`src/verilog/gpio_mux_defines.vh`:
```
/*
 * Constants for the general-purpose pin multiplexer: pin count, pin
 * positions of the alternate functions and reset values.
 * Assumes inclusion by bare name from the design files only.
 */
`ifndef GPIO_MUX_DEFINES_VH
`define GPIO_MUX_DEFINES_VH

// Pin group width
`define GP_WIDTH            11
// Alternate function pin positions
`define GP_PIN_PORT2_RST    0
`define GP_PIN_PORT4_RST    1
`define GP_PIN_EXP0_INT     2
`define GP_PIN_EXP1_INT     3
`define GP_PIN_EXP2_INT     4
// Number of expander interrupt inputs
`define GP_NUM_EXP          3
// Reset values: all pins inputs, outputs low, no alternate function
`define GP_DIR_RESET        11'h000
`define GP_OUT_RESET        11'h000
`define GP_ALT_RESET        5'h00
// Alternate function enable bit positions
`define ALT_PORT2_RST       0
`define ALT_PORT4_RST       1
`define ALT_EXP0_INT        2

`endif

```
`src/verilog/general_purpose_pin_mux.v`:
```
/*
 * General-purpose pin group with alternate-function multiplexing:
 * two downstream reset outputs and three expander interrupt inputs.
 * Assumes configuration is driven by same-clock logic (software, slave
 * SMBus or EEPROM loader) and the expander read is done by a master
 * SMBus engine outside, which takes a request and acknowledges it.
 */
`timescale 1ns/1ps
`include "gpio_mux_defines.vh"
module general_purpose_pin_mux (
  // Clock and reset
  input  wire                     sys_clk,
  input  wire                     sys_rst,
  // Software configuration writes
  input  wire                     swCfgWe,
  input  wire [`GP_WIDTH-1:0]     swDirIn,
  input  wire [`GP_WIDTH-1:0]     swOutIn,
  input  wire [4:0]               swAltIn,
  // Slave SMBus alternate-enable write
  input  wire                     smbAltWe,
  input  wire [4:0]               smbAltIn,
  // EEPROM load alternate-enable write
  input  wire                     eeAltWe,
  input  wire [4:0]               eeAltIn,
  // Downstream reset requests from port logic, active high
  input  wire                     port2ResetReq,
  input  wire                     port4ResetReq,
  // Master SMBus engine handshake
  input  wire                     expReadAck,
  output reg                      expReadReq,
  output reg  [1:0]               expReadSel,
  // Readback of state
  output reg  [`GP_WIDTH-1:0]     gpInValue,
  output reg  [4:0]               altEnable,
  output reg  [`GP_NUM_EXP-1:0]   expPending,
  // Pins: input, output, output enable (high while driving)
  input  wire [`GP_WIDTH-1:0]     gpPinIn,
  output reg  [`GP_WIDTH-1:0]     gpPinOut,
  output reg  [`GP_WIDTH-1:0]     gpPinOe
);

  // ****************************************************************
  // Declarations
  // ****************************************************************
  reg  [`GP_WIDTH-1:0]   gpDir_r;       // 1 = output
  reg  [`GP_WIDTH-1:0]   gpOut_r;       // Software output values
  reg  [4:0]             alt_r;         // Alternate enables
  reg  [4:0]             altNxt;
  wire [`GP_WIDTH-1:0]   pinSync;       // Synchronised pin levels
  reg  [`GP_WIDTH-1:0]   outNxt;
  reg  [`GP_WIDTH-1:0]   oeNxt;
  reg  [`GP_NUM_EXP-1:0] intPrev_r;     // Previous interrupt levels
  wire [`GP_NUM_EXP-1:0] intLevelN;     // Expander interrupt, active low
  wire [`GP_NUM_EXP-1:0] intFall;       // Assertion events
  reg  [`GP_NUM_EXP-1:0] pend_r;
  reg  [`GP_NUM_EXP-1:0] pendNxt;
  reg  [1:0]             sel_r;

  // Read state machine, one-hot
  localparam [1:0] ST_IDLE = 2'h1;
  localparam [1:0] ST_WAIT = 2'h2;
  reg [1:0] state_r;

  // ****************************************************************
  // Pin synchroniser
  // ****************************************************************
  pin_sync #(
    .WIDTH (`GP_WIDTH)
  ) u_sync (
    .sys_clk (sys_clk),
    .sys_rst (sys_rst),
    .asyncIn (gpPinIn),
    .syncOut (pinSync)
  );

  // Expander interrupts on pins 2..4, low when asserted
  assign intLevelN = pinSync[`GP_PIN_EXP2_INT:`GP_PIN_EXP0_INT];
  // Falling edge qualified by the pin's alternate enable
  assign intFall = intPrev_r & ~intLevelN & alt_r[4:2];

  // ****************************************************************
  // Configuration registers
  // ****************************************************************
  // Later source wins when several write in one cycle; EEPROM load
  // normally happens alone after reset so the order rarely matters.
  always @* begin
    altNxt = alt_r;
    if (swCfgWe) begin
      altNxt = swAltIn;
    end
    if (smbAltWe) begin
      altNxt = smbAltIn;
    end
    if (eeAltWe) begin
      altNxt = eeAltIn;
    end
  end

  always @(posedge sys_clk or posedge sys_rst) begin
    if (sys_rst) begin
      gpDir_r <= `GP_DIR_RESET;
      gpOut_r <= `GP_OUT_RESET;
      alt_r   <= `GP_ALT_RESET;
    end else begin
      if (swCfgWe) begin
        gpDir_r <= swDirIn;
        gpOut_r <= swOutIn;
      end
      alt_r <= altNxt;
    end
  end

  // ****************************************************************
  // Pin output multiplexer
  // ****************************************************************
  always @* begin
    outNxt = gpOut_r;
    oeNxt  = gpDir_r;
    if (alt_r[`ALT_PORT2_RST]) begin
      outNxt[`GP_PIN_PORT2_RST] = ~port2ResetReq;
      oeNxt[`GP_PIN_PORT2_RST]  = 1'b1;
    end
    if (alt_r[`ALT_PORT4_RST]) begin
      outNxt[`GP_PIN_PORT4_RST] = ~port4ResetReq;
      oeNxt[`GP_PIN_PORT4_RST]  = 1'b1;
    end
    if (alt_r[2]) begin
      oeNxt[`GP_PIN_EXP0_INT] = 1'b0;
    end
    if (alt_r[3]) begin
      oeNxt[`GP_PIN_EXP1_INT] = 1'b0;
    end
    if (alt_r[4]) begin
      oeNxt[`GP_PIN_EXP2_INT] = 1'b0;
    end
  end

  // Registered pins and readback
  always @(posedge sys_clk or posedge sys_rst) begin
    if (sys_rst) begin
      gpPinOut  <= `GP_OUT_RESET;
      gpPinOe   <= `GP_DIR_RESET;
      gpInValue <= {`GP_WIDTH{1'b0}};
      altEnable <= `GP_ALT_RESET;
    end else begin
      gpPinOut  <= outNxt;
      gpPinOe   <= oeNxt;
      gpInValue <= pinSync;
      altEnable <= alt_r;
    end
  end

  // ****************************************************************
  // Expander interrupt capture and read requests
  // ****************************************************************
  // Pending bits: a new event in the cycle its bit is served wins.
  always @* begin
    pendNxt = pend_r;
    if (state_r == ST_WAIT && expReadAck) begin
      pendNxt[sel_r] = 1'b0;
    end
    pendNxt = pendNxt | intFall;
  end

  always @(posedge sys_clk or posedge sys_rst) begin
    if (sys_rst) begin
      intPrev_r  <= {`GP_NUM_EXP{1'b1}};
      pend_r     <= {`GP_NUM_EXP{1'b0}};
      state_r    <= ST_IDLE;
      sel_r      <= 2'h0;
      expReadReq <= 1'b0;
      expReadSel <= 2'h0;
      expPending <= {`GP_NUM_EXP{1'b0}};
    end else begin
      intPrev_r  <= intLevelN;
      pend_r     <= pendNxt;
      expPending <= pendNxt;
      case (state_r)
        ST_IDLE: begin
          // Lowest expander number served first
          if (pend_r[0]) begin
            sel_r <= 2'h0;
            expReadSel <= 2'h0;
            expReadReq <= 1'b1;
            state_r <= ST_WAIT;
          end else if (pend_r[1]) begin
            sel_r <= 2'h1;
            expReadSel <= 2'h1;
            expReadReq <= 1'b1;
            state_r <= ST_WAIT;
          end else if (pend_r[2]) begin
            sel_r <= 2'h2;
            expReadSel <= 2'h2;
            expReadReq <= 1'b1;
            state_r <= ST_WAIT;
          end
        end
        ST_WAIT: begin
          // Request holds until the engine acknowledges
          if (expReadAck) begin
            expReadReq <= 1'b0;
            state_r <= ST_IDLE;
          end
        end
        default: begin
          expReadReq <= 1'b0;
          state_r <= ST_IDLE;
        end
      endcase
    end
  end

endmodule

```
`src/verilog/pin_sync.v`:
```
/*
 * Two flip-flop synchroniser for a bus of pin inputs.
 * Assumes the pins are asynchronous to sys_clk; output is safe to use.
 */
`timescale 1ns/1ps
module pin_sync #(
  parameter WIDTH = 11
) (
  // Clock and reset
  input  wire             sys_clk,
  input  wire             sys_rst,
  // Raw and synchronised levels
  input  wire [WIDTH-1:0] asyncIn,
  output reg  [WIDTH-1:0] syncOut
);

  // First stage, read only by the second stage
  reg [WIDTH-1:0] meta_r;

  // ****************************************************************
  // Two-stage capture
  // ****************************************************************
  always @(posedge sys_clk or posedge sys_rst) begin
    if (sys_rst) begin
      meta_r  <= {WIDTH{1'b1}};
      syncOut <= {WIDTH{1'b1}};
    end else begin
      meta_r  <= asyncIn;
      syncOut <= meta_r;
    end
  end

endmodule

```
`config.mk`:
```
export PLATFORM = sky130hd
export DESIGN_NAME = general_purpose_pin_mux
export DESIGN_NICKNAME = d
export VERILOG_FILES = /design/src/verilog/general_purpose_pin_mux.v /design/src/verilog/pin_sync.v
export VERILOG_INCLUDE_DIRS = /design/src /design/src/verilog
export SDC_FILE = /design/constraint.sdc
export NUM_CORES = 1
export LEC_CHECK = 0
export ABC_CLOCK_PERIOD_IN_PS = 2500
export BUFFER_PORTS_ARGS = -buffer_cell sky130_fd_sc_hd__buf_2
export CAP_MARGIN = 20
export CORE_MARGIN = 5
export CORE_UTILIZATION = 30
export DETAILED_ROUTE_END_ITERATION = 10
export PLACE_DENSITY = 0.6
export SYNTH_ARGS = -nofsm -noshare
export SYNTH_HDL_FRONTEND = slang
export SYNTH_SLANG_ARGS = --single-unit
export TNS_END_PERCENT = 50
```
`constraint.sdc`:
```
create_clock -name sys_clk -period 2.5 [get_ports sys_clk]
set_input_delay 0.25 -clock sys_clk [delete_from_list [all_inputs] [get_ports sys_clk]]
set_output_delay 0.25 -clock sys_clk [all_outputs]
set_load 0.05 [all_outputs]
```
# Word-level counts from Yosys, hierarchy flattened
# Index checks and enable logic that the tools add are counted.
# classes
magnitude_cmp	2
n_eq_ne	4
muxes	25
bitwise_logic	8
reduce_logical	6
# op_table
operator	n
$mux 5	3
$mux 1	12
$mux 2	6
$and 3x3->3	3
$not 3->3	2
$reduce_bool 3->1	2
$ne 4x4->1 const B	1
$pmux 2 s2	1
$reduce_and 2->1	2
$lt 2x3->1 const B	1
$mux 3	1
$or 3x3->3	1
$demux 1 s2	1
$eq 2x1->1 const B	1
$eq 2x2->1 const B	1
$ge 2x1->1 const B	1
$logic_and 1x1->1	2
$ne 2x2->1 const B	1
$not 1->1	2
$pmux 1 s2	1
# word_totals
regBits	98
in_bits	56
output_inout_bits	44
word_cells	59

# Depth between registers and ports, before layout
# Gate-level depths: netlist of run 1.
# depth
depth_word	8
mapped_depth	4
depth_no_buf	3

# Modules after synthesis
# From an unflattened synthesis of run 1, not the netlist that was laid out.
# unflattened
hier_cells	181
area_unflattened_um2	3099.2
# by_module_without_submodules
module	n_inst	cells_per_inst	area_per_inst_um2
general_purpose_pin_mux	1	158	2517.4
pin_sync	1	23	581.8

# Worst setup path after synthesis of run 1
# Ideal clock, no wire load.
# synth_path
path_type	flip-flop to flip-flop
start	register expReadReq (netlist name)
end	register pend_r[1]
setup_ns	0.123
arrival_time_ns	1.257
t_required_ns	2.377
setup_slack_ns	1.120
stages_incl_launch_ff	4
path_buffers	0
path_cell_list	dfrtp_1 > nand3b_4 > or3b_1 > o2bb2ai_1
# synth_rtl
item	line	source
to (signal assigned)	general_purpose_pin_mux.v:168	pend_r <= {`GP_NUM_EXP{1'b0}};
to (signal assigned)	general_purpose_pin_mux.v:176	pend_r <= pendNxt;
to (decl)	general_purpose_pin_mux.v:55	reg [`GP_NUM_EXP-1:0] pend_r;

# Worst setup path in the final report of run 1
# layout_path
start	register expReadReq
end	output port expReadReq
# layout_rtl
item	line	source
from (decl)	general_purpose_pin_mux.v:30	output reg expReadReq,
from (signal assigned)	general_purpose_pin_mux.v:171	expReadReq <= 1'b0;
from (signal assigned)	general_purpose_pin_mux.v:184	expReadReq <= 1'b1;
from (signal assigned)	general_purpose_pin_mux.v:189	expReadReq <= 1'b1;
# No word-level cell between the ends.

==> out/qor.txt, run 1 <==
worst reg2reg startpoint - state_r[0]$_DFFE_PP1P_
Crit path largest cell delay - 0.44 ns
clk buf depth - 2
Initial Utilization - 30.55%
Starting DRT DRC Count - 45
DRC viols - 0
CTS tree - yes
Inserted Diodes - 0
worst min-delay path class - in -> async
crit share post-route - 53.44%
Buf/Inv on CP - 1
Worst Path Required - 2.25 ns
post-cts sizing count - 0
PD cells - 857.8 nW/um^2
core box area - 10,230 um^2
Netlist cell types - 27
maximum vdd drop - 373.1 uV
Final Critical Period - 1.336 ns
Clock Latency Late Sink - 0.35 ns
Final Power - 3.494 mW
worst clock skew - 0.007122 ns
Crit Path Category - reg -> out
Max Cap Violations - 0
post-placement cell area - 3780 um^2
total CTS buffers - 9
PortBufs - 99
worst path cell trace - buf_2
Post-Route WL - 6022 um
flip-flop and latch count after synthesis - 97
Slew headroom - 65.73%
sequential area share after synthesis - 78.70%
Pre-Repair DR Iteration Count - 4
CTS Sinks - 97
Post-Syn Area - 3125 um^2
Synth-to-Final Area Change - 30.30%
mean routed wirelength per cell - 13.69 um
fin area - 4073 um^2
Yosys warning count - 0
crit path DAT - 1.09 ns
die footprint - 12,560 um^2
first-pass GRT wire length - 9749 um
Top delay family on crit path - flip-flops
Leak - 1.913 nW
initial antenna violation count - 0
number of global-route vias before repair - 1,930
synthesized area per cell - 17.27 um^2
fin nets - 355
layout cells sized above 1 - 53.29%
most frequent cells in the layout - 99 x buf_2, 71 x dfrtp_1, 26 x dfstp_2, 13 x mux2_2
CP endpoint kind - primary output
Die Wd - 112.1 um
CTS H-tree depth - 3
final hold violation count - 0
via count - 1,788
max-slew violations - 0
clock root cell - clkbuf_8
Syn Inst Count - 181
FF-to-FF setup slack - 1.36 ns
Crit-path slowest cell - dfrtp_1
Routed Antenna Nets - 0
fmax - 748.5 MHz
Net Count, Synth - 237
Die H - 112.1 um
crit-path max FO - 5
GPL Wtd Cong - 0.7023
Slew @ Worst Pin - 0.5140 ns
Rows - 37
r2r worst-path depth - 3
RSZ-0062 raised after global routing - no
status - complete, no violations
largest net degree at the start of global routing - 98
remaining global-route overflow - 0
Worst setup SP type - flip-flop
RR Endpoint - pend_r[1]$_DFF_PP0_
commonest non-fill, non-tap cell in the layout - buf_2
clock-pin slew on the worst setup and hold paths - 0.09 ns
Ports - 100
GRT Total Usage - 10.02%
Setup-failing EPs final - 0
via/cell ratio - 4.064
Fin Setup TNS - 0 ns
[area by class of cell]
| class | instances | area [um^2] |
|---|---|---|
| well taps | 136 | 170.2 |
| repair buffers | 112 | 633.1 |
| multi-input cells | 74 | 604.3 |
| fillers | 1000 | 6158 |
| inverters | 5 | 22.52 |
| flip-flops and latches | 97 | 2460 |
| clock buffers | 12 | 155.1 |
| clock inverters | 4 | 27.53 |
[cells by family after synthesis]
family | share of synthesized area (%)
flops | 78.70
mux | 11.73
simple gates | 4.644
compound gates | 2.962
buf+inv | 1.961
[how the worst max path moves through the flow]
stage                           start                 endpoint  slack [ns]  cells after the start
2_1_floorplan                 sys_rst   altEnable[0]$_DFF_PP0_        1.12                      1
3_3_place_gp                  swCfgWe  gpDir_r[10]$_DFFE_PP0P_        1.10                      3
3_5_place_dp                  swCfgWe   gpOut_r[7]$_DFFE_PP0P_        1.07                      3
4_1_cts        expReadReq$_DFFE_PP0P_               expReadReq        1.12                      1
5_1_grt           pend_r[2]$_DFF_PP0_            expPending[2]        1.09                      1
6_report       expReadReq$_DFFE_PP0P_               expReadReq        1.16                      1
[power by group]
group | leakage, nW | internal, mW | total, mW | switching (mW)
sequential | 1.10 | 1.75 | 1.86 | 0.102
clock | 0.0862 | 0.415 | 0.918 | 0.502
combinational | 0.722 | 0.221 | 0.720 | 0.499
[per-layer routing]
metal / GRT usage [%] / share of wire, % / vias up
met4: 5.529 / 1.9 / 0
met5: 0 / 0 / -
met3: 4.097 / 9.8 / 10
li1: - / - / 836
met2: 16.03 / 48 / 62
met1: 11.44 / 40 / 880
[synth_stat cells, drive strengths merged]
| cell type | count | area share (%) |
|---|---|---|
| or2 | 2 | 0.40 |
| o211ai | 1 | 0.24 |
| nor3 | 1 | 0.16 |
| nor2 | 3 | 0.36 |
| dfrtp | 71 | 57 |
| inv | 5 | 0.60 |
| nand3b | 2 | 0.88 |
| mux2 | 25 | 9.5 |
| o2bb2ai | 1 | 0.28 |
| a21oi | 1 | 0.16 |
| or2b | 1 | 0.24 |
| nand2b | 2 | 0.40 |
| o21ai | 11 | 1.8 |
| buf | 5 | 1.4 |
| mux2i | 7 | 2.2 |
| dfstp | 26 | 22 |
| nand2 | 11 | 1.3 |
| o31ai | 1 | 0.24 |
| o22a | 1 | 0.28 |
| or3b | 1 | 0.28 |
| nor2b | 3 | 0.60 |
[flip-flops by register name (all words and copies together) (netlist names), 11 cells and up]
signal          flops
u_sync.meta_r      11
gpPinOe            11
gpPinOut           11
gpOut_r            11
gpDir_r            11
u_sync.syncOut     11
gpInValue          11
[metrics by stage]
stage | setup slack (ns) | utilization, % | std cells | hold WS, ns
finish | 1.164 | 39.81 | 440 | 0.01688
global route | 1.092 | 39.81 | 440 | 0.03416
CTS | 1.117 | 39.81 | 440 | 0.03582
detailed placement | 1.072 | 36.95 | 413 | 0.3468
global placement | 1.095 | 36.95 | 413 | 0.3457
floorplan | 1.120 | - | 181 | 0.2545
[timing repair]
| action | 4_1_cts | 5_1_grt |
|---|---|---|
| hold endpoints to repair | 11 | 0 |
| buffers inserted | 0 | 0 |
| hold buffers | 11 | 0 |
No activity file was read; power rests on OpenSTA's default activity.
==> run 2: changes to the inputs <==
--- a/config.mk
+++ b/config.mk
@@ -6,7 +6,7 @@
 export SDC_FILE = /design/constraint.sdc
 export NUM_CORES = 1
 export LEC_CHECK = 0
-export ABC_CLOCK_PERIOD_IN_PS = 2500
+export ABC_CLOCK_PERIOD_IN_PS = 1150
 export BUFFER_PORTS_ARGS = -buffer_cell sky130_fd_sc_hd__buf_2
 export CAP_MARGIN = 20
 export CORE_MARGIN = 5
==> constraint.sdc (replaced) <==
create_clock -name sys_clk -period 1.15 [get_ports sys_clk]
set_input_delay 0.115 -clock sys_clk [delete_from_list [all_inputs] [get_ports sys_clk]]
set_output_delay 0.115 -clock sys_clk [all_outputs]
set_load 0.05 [all_outputs]
==> run 2 against run 1 <==
Power increased by 130%. Hold slack improved by 0.033 ns. Via count increased by 7.1%. Largest power group unchanged.
==> out/qor.txt, run 2 (same netlist as run 1, synthesis figures left out) <==
via count - 1,915
commonest non-fill, non-tap cell in the layout - buf_2
crit share post-route - 97.38%
Die H - 112.1 um
Setup-failing EPs final - 0
DRC viols - 0
Worst Path Required - 1.39 ns
initial antenna violation count - 0
largest net degree at the start of global routing - 55
Sequential Power Share - 51.4%
core box area - 10,230 um^2
PD cells - 1758 nW/um^2
final hold violation count - 0
Worst setup SP type - flip-flop
mean routed wirelength per cell - 13.16 um
die footprint - 12,560 um^2
Final Power - 7.902 mW
Slew @ Worst Pin - 0.2845 ns
Crit Path Category - reg -> reg
via/cell ratio - 4.049
post-placement cell area - 3854 um^2
most frequent cells in the layout - 93 x buf_2, 67 x dfrtp_1, 41 x dlygate4sd3_1, 26 x dfstp_2
Starting DRT DRC Count - 38
worst clock skew - 0.004063 ns
clock-pin slew on the worst setup and hold paths - 0.08 ns
remaining global-route overflow - 0
Final Critical Period - 1.120 ns
CTS tree - yes
total CTS buffers - 9
first-pass GRT wire length - 10,490 um
Pre-Repair DR Iteration Count - 4
DP HPWL - 4322 um
# placed instances - 416
max-slew violations - 0
Initial Utilization - 30.55%
Synth-to-Final Area Change - 43.80%
final cell count without fillers - 473
crit path DAT - 1.36 ns
Clock Latency Late Sink - 0.35 ns
status - complete, no violations
GPL Wtd Cong - 0.7156
Post-Route WL - 6227 um
GRT Total Usage - 10.80%
Leak - 2.097 nW
CTS H-tree depth - 3
Slew headroom - 81.03%
PortBufs - 99
Ports - 100
Routed Antenna Nets - 0
worst min-delay path class - in -> reg
Crit path largest cell delay - 0.39 ns
CTS Sinks - 97
switching part of the total - 30.34%
crit-path max FO - 4
fmax - 893.0 MHz
maximum vdd drop - 885.6 uV
CP endpoint kind - flip-flop
fin area - 4494 um^2
layout cells sized above 1 - 50.45%
Crit-path slowest cell - dfstp_2
Gate power share - 22.4%
clock share of power - 26.2%
RSZ-0062 raised after global routing - yes
Psw - 2.398 mW
number of global-route vias before repair - 2,161
Internal Power - 5.504 mW
clock root cell - clkbuf_8
Inserted Diodes - 0
Rows - 37
hold_ws - 0.05027 ns
clk buf depth - 2
worst path cell trace - nand3b_4, or3b_1, o2bb2ai_1
fin nets - 388
Max Cap Violations - 0
Die Wd - 112.1 um
# Post-CTS Setup Buffers - 0
-- run 2: cell count changes in the layout (fill, tap and decap cells not counted), moves of 4 or more --
cell / change
dlygate4sd3_1: +30
buf_12: +4
buf_2: -6
dfrtp_1: -4
buf_6: +5
dfrtp_2: +4
-- run 2: what timing repair did --
action,CTS,global route
hold buffers,41,0
cloned,0,0
endpoints found under the setup margin,6,7
endpoints found under the hold margin,111,0
resized for setup,10,5
-- run 2: critical path, delay by kind of cell, from the launching register on --
family | cells | cell delay, ns
simple gates | 2 | 0.50
compound gates | 1 | 0.12
flops | 1 | 0.39
-- run 2: metal layers --
layer	global-route usage (%)	vias up	routed length, um
met1	12.01	926	2408
met4	6.170	0	168
met2	17.63	70	3153
li1	-	904	-
met3	4.313	15	496
met5	0	-	0
-- run 2: power groups by stage --
stage / clock network (mW) / logic, mW / registers, mW
floorplan: 0 / 0.439 / 4.77
global route: 2.34 / 1.89 / 4.12
global placement: 0 / 1.58 / 4.08
detailed placement: 0 / 1.60 / 4.11
finish: 2.07 / 1.77 / 4.06
CTS: 2.20 / 1.77 / 4.06
-- run 2: worst paths after layout --
check / cells after the start / slack, ns / endpoint / start
min in group asynchronous: 4 / 0.40 / gpInValue[7]$_DFF_PP0_ / sys_rst
min reg2reg: 0 / 0.36 / u_sync.syncOut[4]$_DFF_PP1_ / u_sync.meta_r[4]$_DFF_PP1_
max in group asynchronous: 4 / 0.43 / intPrev_r[1]$_DFF_PP1_ / sys_rst
min: 3 / 0.05 / alt_r[0]$_DFFE_PP0P_ / smbAltIn[0]
max: 3 / 0.03 / pend_r[1]$_DFF_PP0_ / state_r[0]$_DFFE_PP1P_
max reg2reg: 3 / 0.03 / pend_r[1]$_DFF_PP0_ / state_r[0]$_DFFE_PP1P_
-- run 2: final cells by class --
cell class | instances | area, um^2
clock inverter | 2 | 10.01
clock buffer | 14 | 182.7
inverter | 5 | 22.52
timing repair buffer | 145 | 1040
sequential | 97 | 2465
multi-input combinational | 74 | 604.3
fill | 937 | 5737
tap | 136 | 170.2
-- run 2: stage by stage --
| stage | util, % | setup TNS, ns | setup slack, ns |
|---|---|---|---|
| floorplan | - | -6.692 | -0.1907 |
| global placement | 37.67 | 0 | 0.05792 |
| detailed placement | 37.67 | 0 | 0.04658 |
| CTS | 43.83 | 0 | 0.001074 |
| global route | 43.93 | -0.03046 | -0.01517 |
| finish | 43.93 | 0 | 0.03017 |
==> run 3: changes to the inputs <==
--- a/config.mk
+++ b/config.mk
@@ -12,6 +12,7 @@
 export CORE_MARGIN = 5
 export CORE_UTILIZATION = 30
 export DETAILED_ROUTE_END_ITERATION = 10
+export MAX_ROUTING_LAYER = met4
 export PLACE_DENSITY = 0.6
 export SYNTH_ARGS = -nofsm -noshare
 export SYNTH_HDL_FRONTEND = slang
==> run 3 against run 2 <==
Clock power barely moved. Non-clock buffer count unchanged. Utilization unchanged. First-iteration DRC count up 24%. Global-route usage rose by 0.31 points. Critical path type unchanged. Critical endpoint unchanged. Highest routed layer unchanged.
==> out/qor.txt, run 3 (same netlist as run 1, synthesis figures left out) <==
largest net degree at the start of global routing - 55
Clock Latency Late Sink - 0.35 ns
number of global-route vias before repair - 2,159
r2r worst-path depth - 3
clock-pin slew on the worst setup and hold paths - 0.08 ns
busiest grt layer - met2
status - complete, no violations
fmax - 891.6 MHz
commonest non-fill, non-tap cell in the layout - buf_2
RSZ-0062 raised after global routing - yes
fin nets - 388
Initial Utilization - 30.55%
Synth-to-Final Area Change - 43.80%
crit path DAT - 1.36 ns
Worst Path Required - 1.39 ns
worst path cell trace - nand3b_4, or3b_1, o2bb2ai_1
GRT Total Usage - 11.11%
Fin Setup TNS - 0 ns
maximum vdd drop - 893.6 uV
worst reg2reg startpoint - state_r[0]$_DFFE_PP1P_
DP HPWL - 4322 um
initial antenna violation count - 0
DRC viols - 0
CTS tree - yes
Die H - 112.1 um
first-pass GRT wire length - 10,450 um
Hold Path Stages - 3
FF-to-FF setup slack - 0.03 ns
CTS Sinks - 97
Ports - 100
Max Cap Violations - 0
met1 usage - 12.05%
mean routed wirelength per cell - 13.22 um
Crit-path slowest cell - dfstp_2
Rows - 37
clock root cell - clkbuf_8
Final Critical Period - 1.122 ns
post-placement cell area - 3854 um^2
Setup-failing EPs final - 0
Slew @ Worst Pin - 0.2798 ns
crit-path max FO - 4
clk buf depth - 2
Crit path largest cell delay - 0.39 ns
Fill cells - 937
die footprint - 12,560 um^2
PD cells - 1759 nW/um^2
Post-Route WL - 6255 um
total CTS buffers - 9
core box area - 10,230 um^2
Routed Antenna Nets - 0
CP endpoint kind - flip-flop
Crit Path Category - reg -> reg
fin area - 4494 um^2
via count - 1,923
Hold EP - alt_r[0]$_DFFE_PP0P_
Starting DRT DRC Count - 47
Die Wd - 112.1 um
RR Endpoint - pend_r[1]$_DFF_PP0_
Worst setup SP type - flip-flop
Inserted Diodes - 0
PortBufs - 99
Leak - 2.097 nW
layout cells sized above 1 - 50.45%
GPL Wtd Cong - 0.7239
remaining global-route overflow - 0
met3 GRT Util - 4.205%
worst clock skew - 0.005034 ns
HP Start - smbAltIn[0]
max-slew violations - 0
Slew headroom - 81.35%
final hold violation count - 0
worst min-delay path class - in -> reg
most frequent cells in the layout - 93 x buf_2, 67 x dfrtp_1, 41 x dlygate4sd3_1, 26 x dfstp_2
via/cell ratio - 4.066
crit share post-route - 97.52%
CTS H-tree depth - 3
grt met2 use - 17.63%
Pre-Repair DR Iteration Count - 4
run 3: stage by stage:
step / instances / total power, mW / setup WS [ns] / hold WS, ns / utilization (%)
after floorplan: 181 / 5.212 / -0.1907 / 0.1195 / -
after global placement: 416 / 5.663 / 0.05792 / 0.2181 / 37.67
after detailed placement: 416 / 5.702 / 0.04658 / 0.2222 / 37.67
after CTS: 473 / 8.038 / 0.001074 / 0.01891 / 43.83
after global routing: 473 / 8.357 / -0.01517 / 0.03752 / 43.93
final: 473 / 7.907 / 0.02848 / 0.05066 / 43.93
run 3: worst max-delay path by stage:
stage	start	to	slack, ns	cells after the start
2_1_floorplan	sys_rst	expReadReq$_DFFE_PP0P_	-0.19	1
3_3_place_gp	state_r[0]$_DFFE_PP1P_	pend_r[1]$_DFF_PP0_	0.06	3
3_5_place_dp	state_r[0]$_DFFE_PP1P_	pend_r[1]$_DFF_PP0_	0.05	3
4_1_cts	sel_r[0]$_DFFE_PP0P_	expReadSel[0]	0.001	1
5_1_grt	state_r[0]$_DFFE_PP1P_	pend_r[1]$_DFF_PP0_	-0.02	3
6_report	state_r[0]$_DFFE_PP1P_	pend_r[1]$_DFF_PP0_	0.03	3
run 3: per-layer routing:
metal	vias to the layer above	wire (um)
met4	0	191
met3	15	471
li1	906	-
met1	935	2415
met2	67	3176
met5	-	0
run 3: critical path, delay by kind of cell, from the launching register on:
family             cells  cell delay (ns)
AOI/OAI and AO/OA      1             0.12
DFF                    1             0.39
and+or+nand+nor        2             0.50
run 3: repair_timing:
action,4_1_cts,5_1_grt
resized for setup,10,5
pin swaps,0,0
buffers inserted,0,0
endpoints found under the hold margin,111,0
endpoints found under the setup margin,6,7
hold buffers,41,0
run 3: power breakdown:
| part | total (mW) | switching [mW] | internal (mW) |
|---|---|---|---|
| sequential | 4.06 | 0.239 | 3.82 |
| clock | 2.07 | 1.06 | 1.02 |
| combinational | 1.77 | 1.11 | 0.664 |
| total | 7.91 | 2.40 | 5.50 |
run 3: area by class of cell:
| cell class | instances | area [um^2] | area share (%) |
|---|---|---|---|
| Clock buffer | 14 | 182.7 | 4.065 |
| Multi-Input combinational cell | 74 | 604.3 | 13.45 |
| Inverter | 5 | 22.52 | 0.5011 |
| Timing Repair Buffer | 145 | 1040 | 23.13 |
| Sequential cell | 97 | 2465 | 54.84 |
| Clock inverter | 2 | 10.01 | 0.2227 |
| Tap cell | 136 | 170.2 | 3.786 |
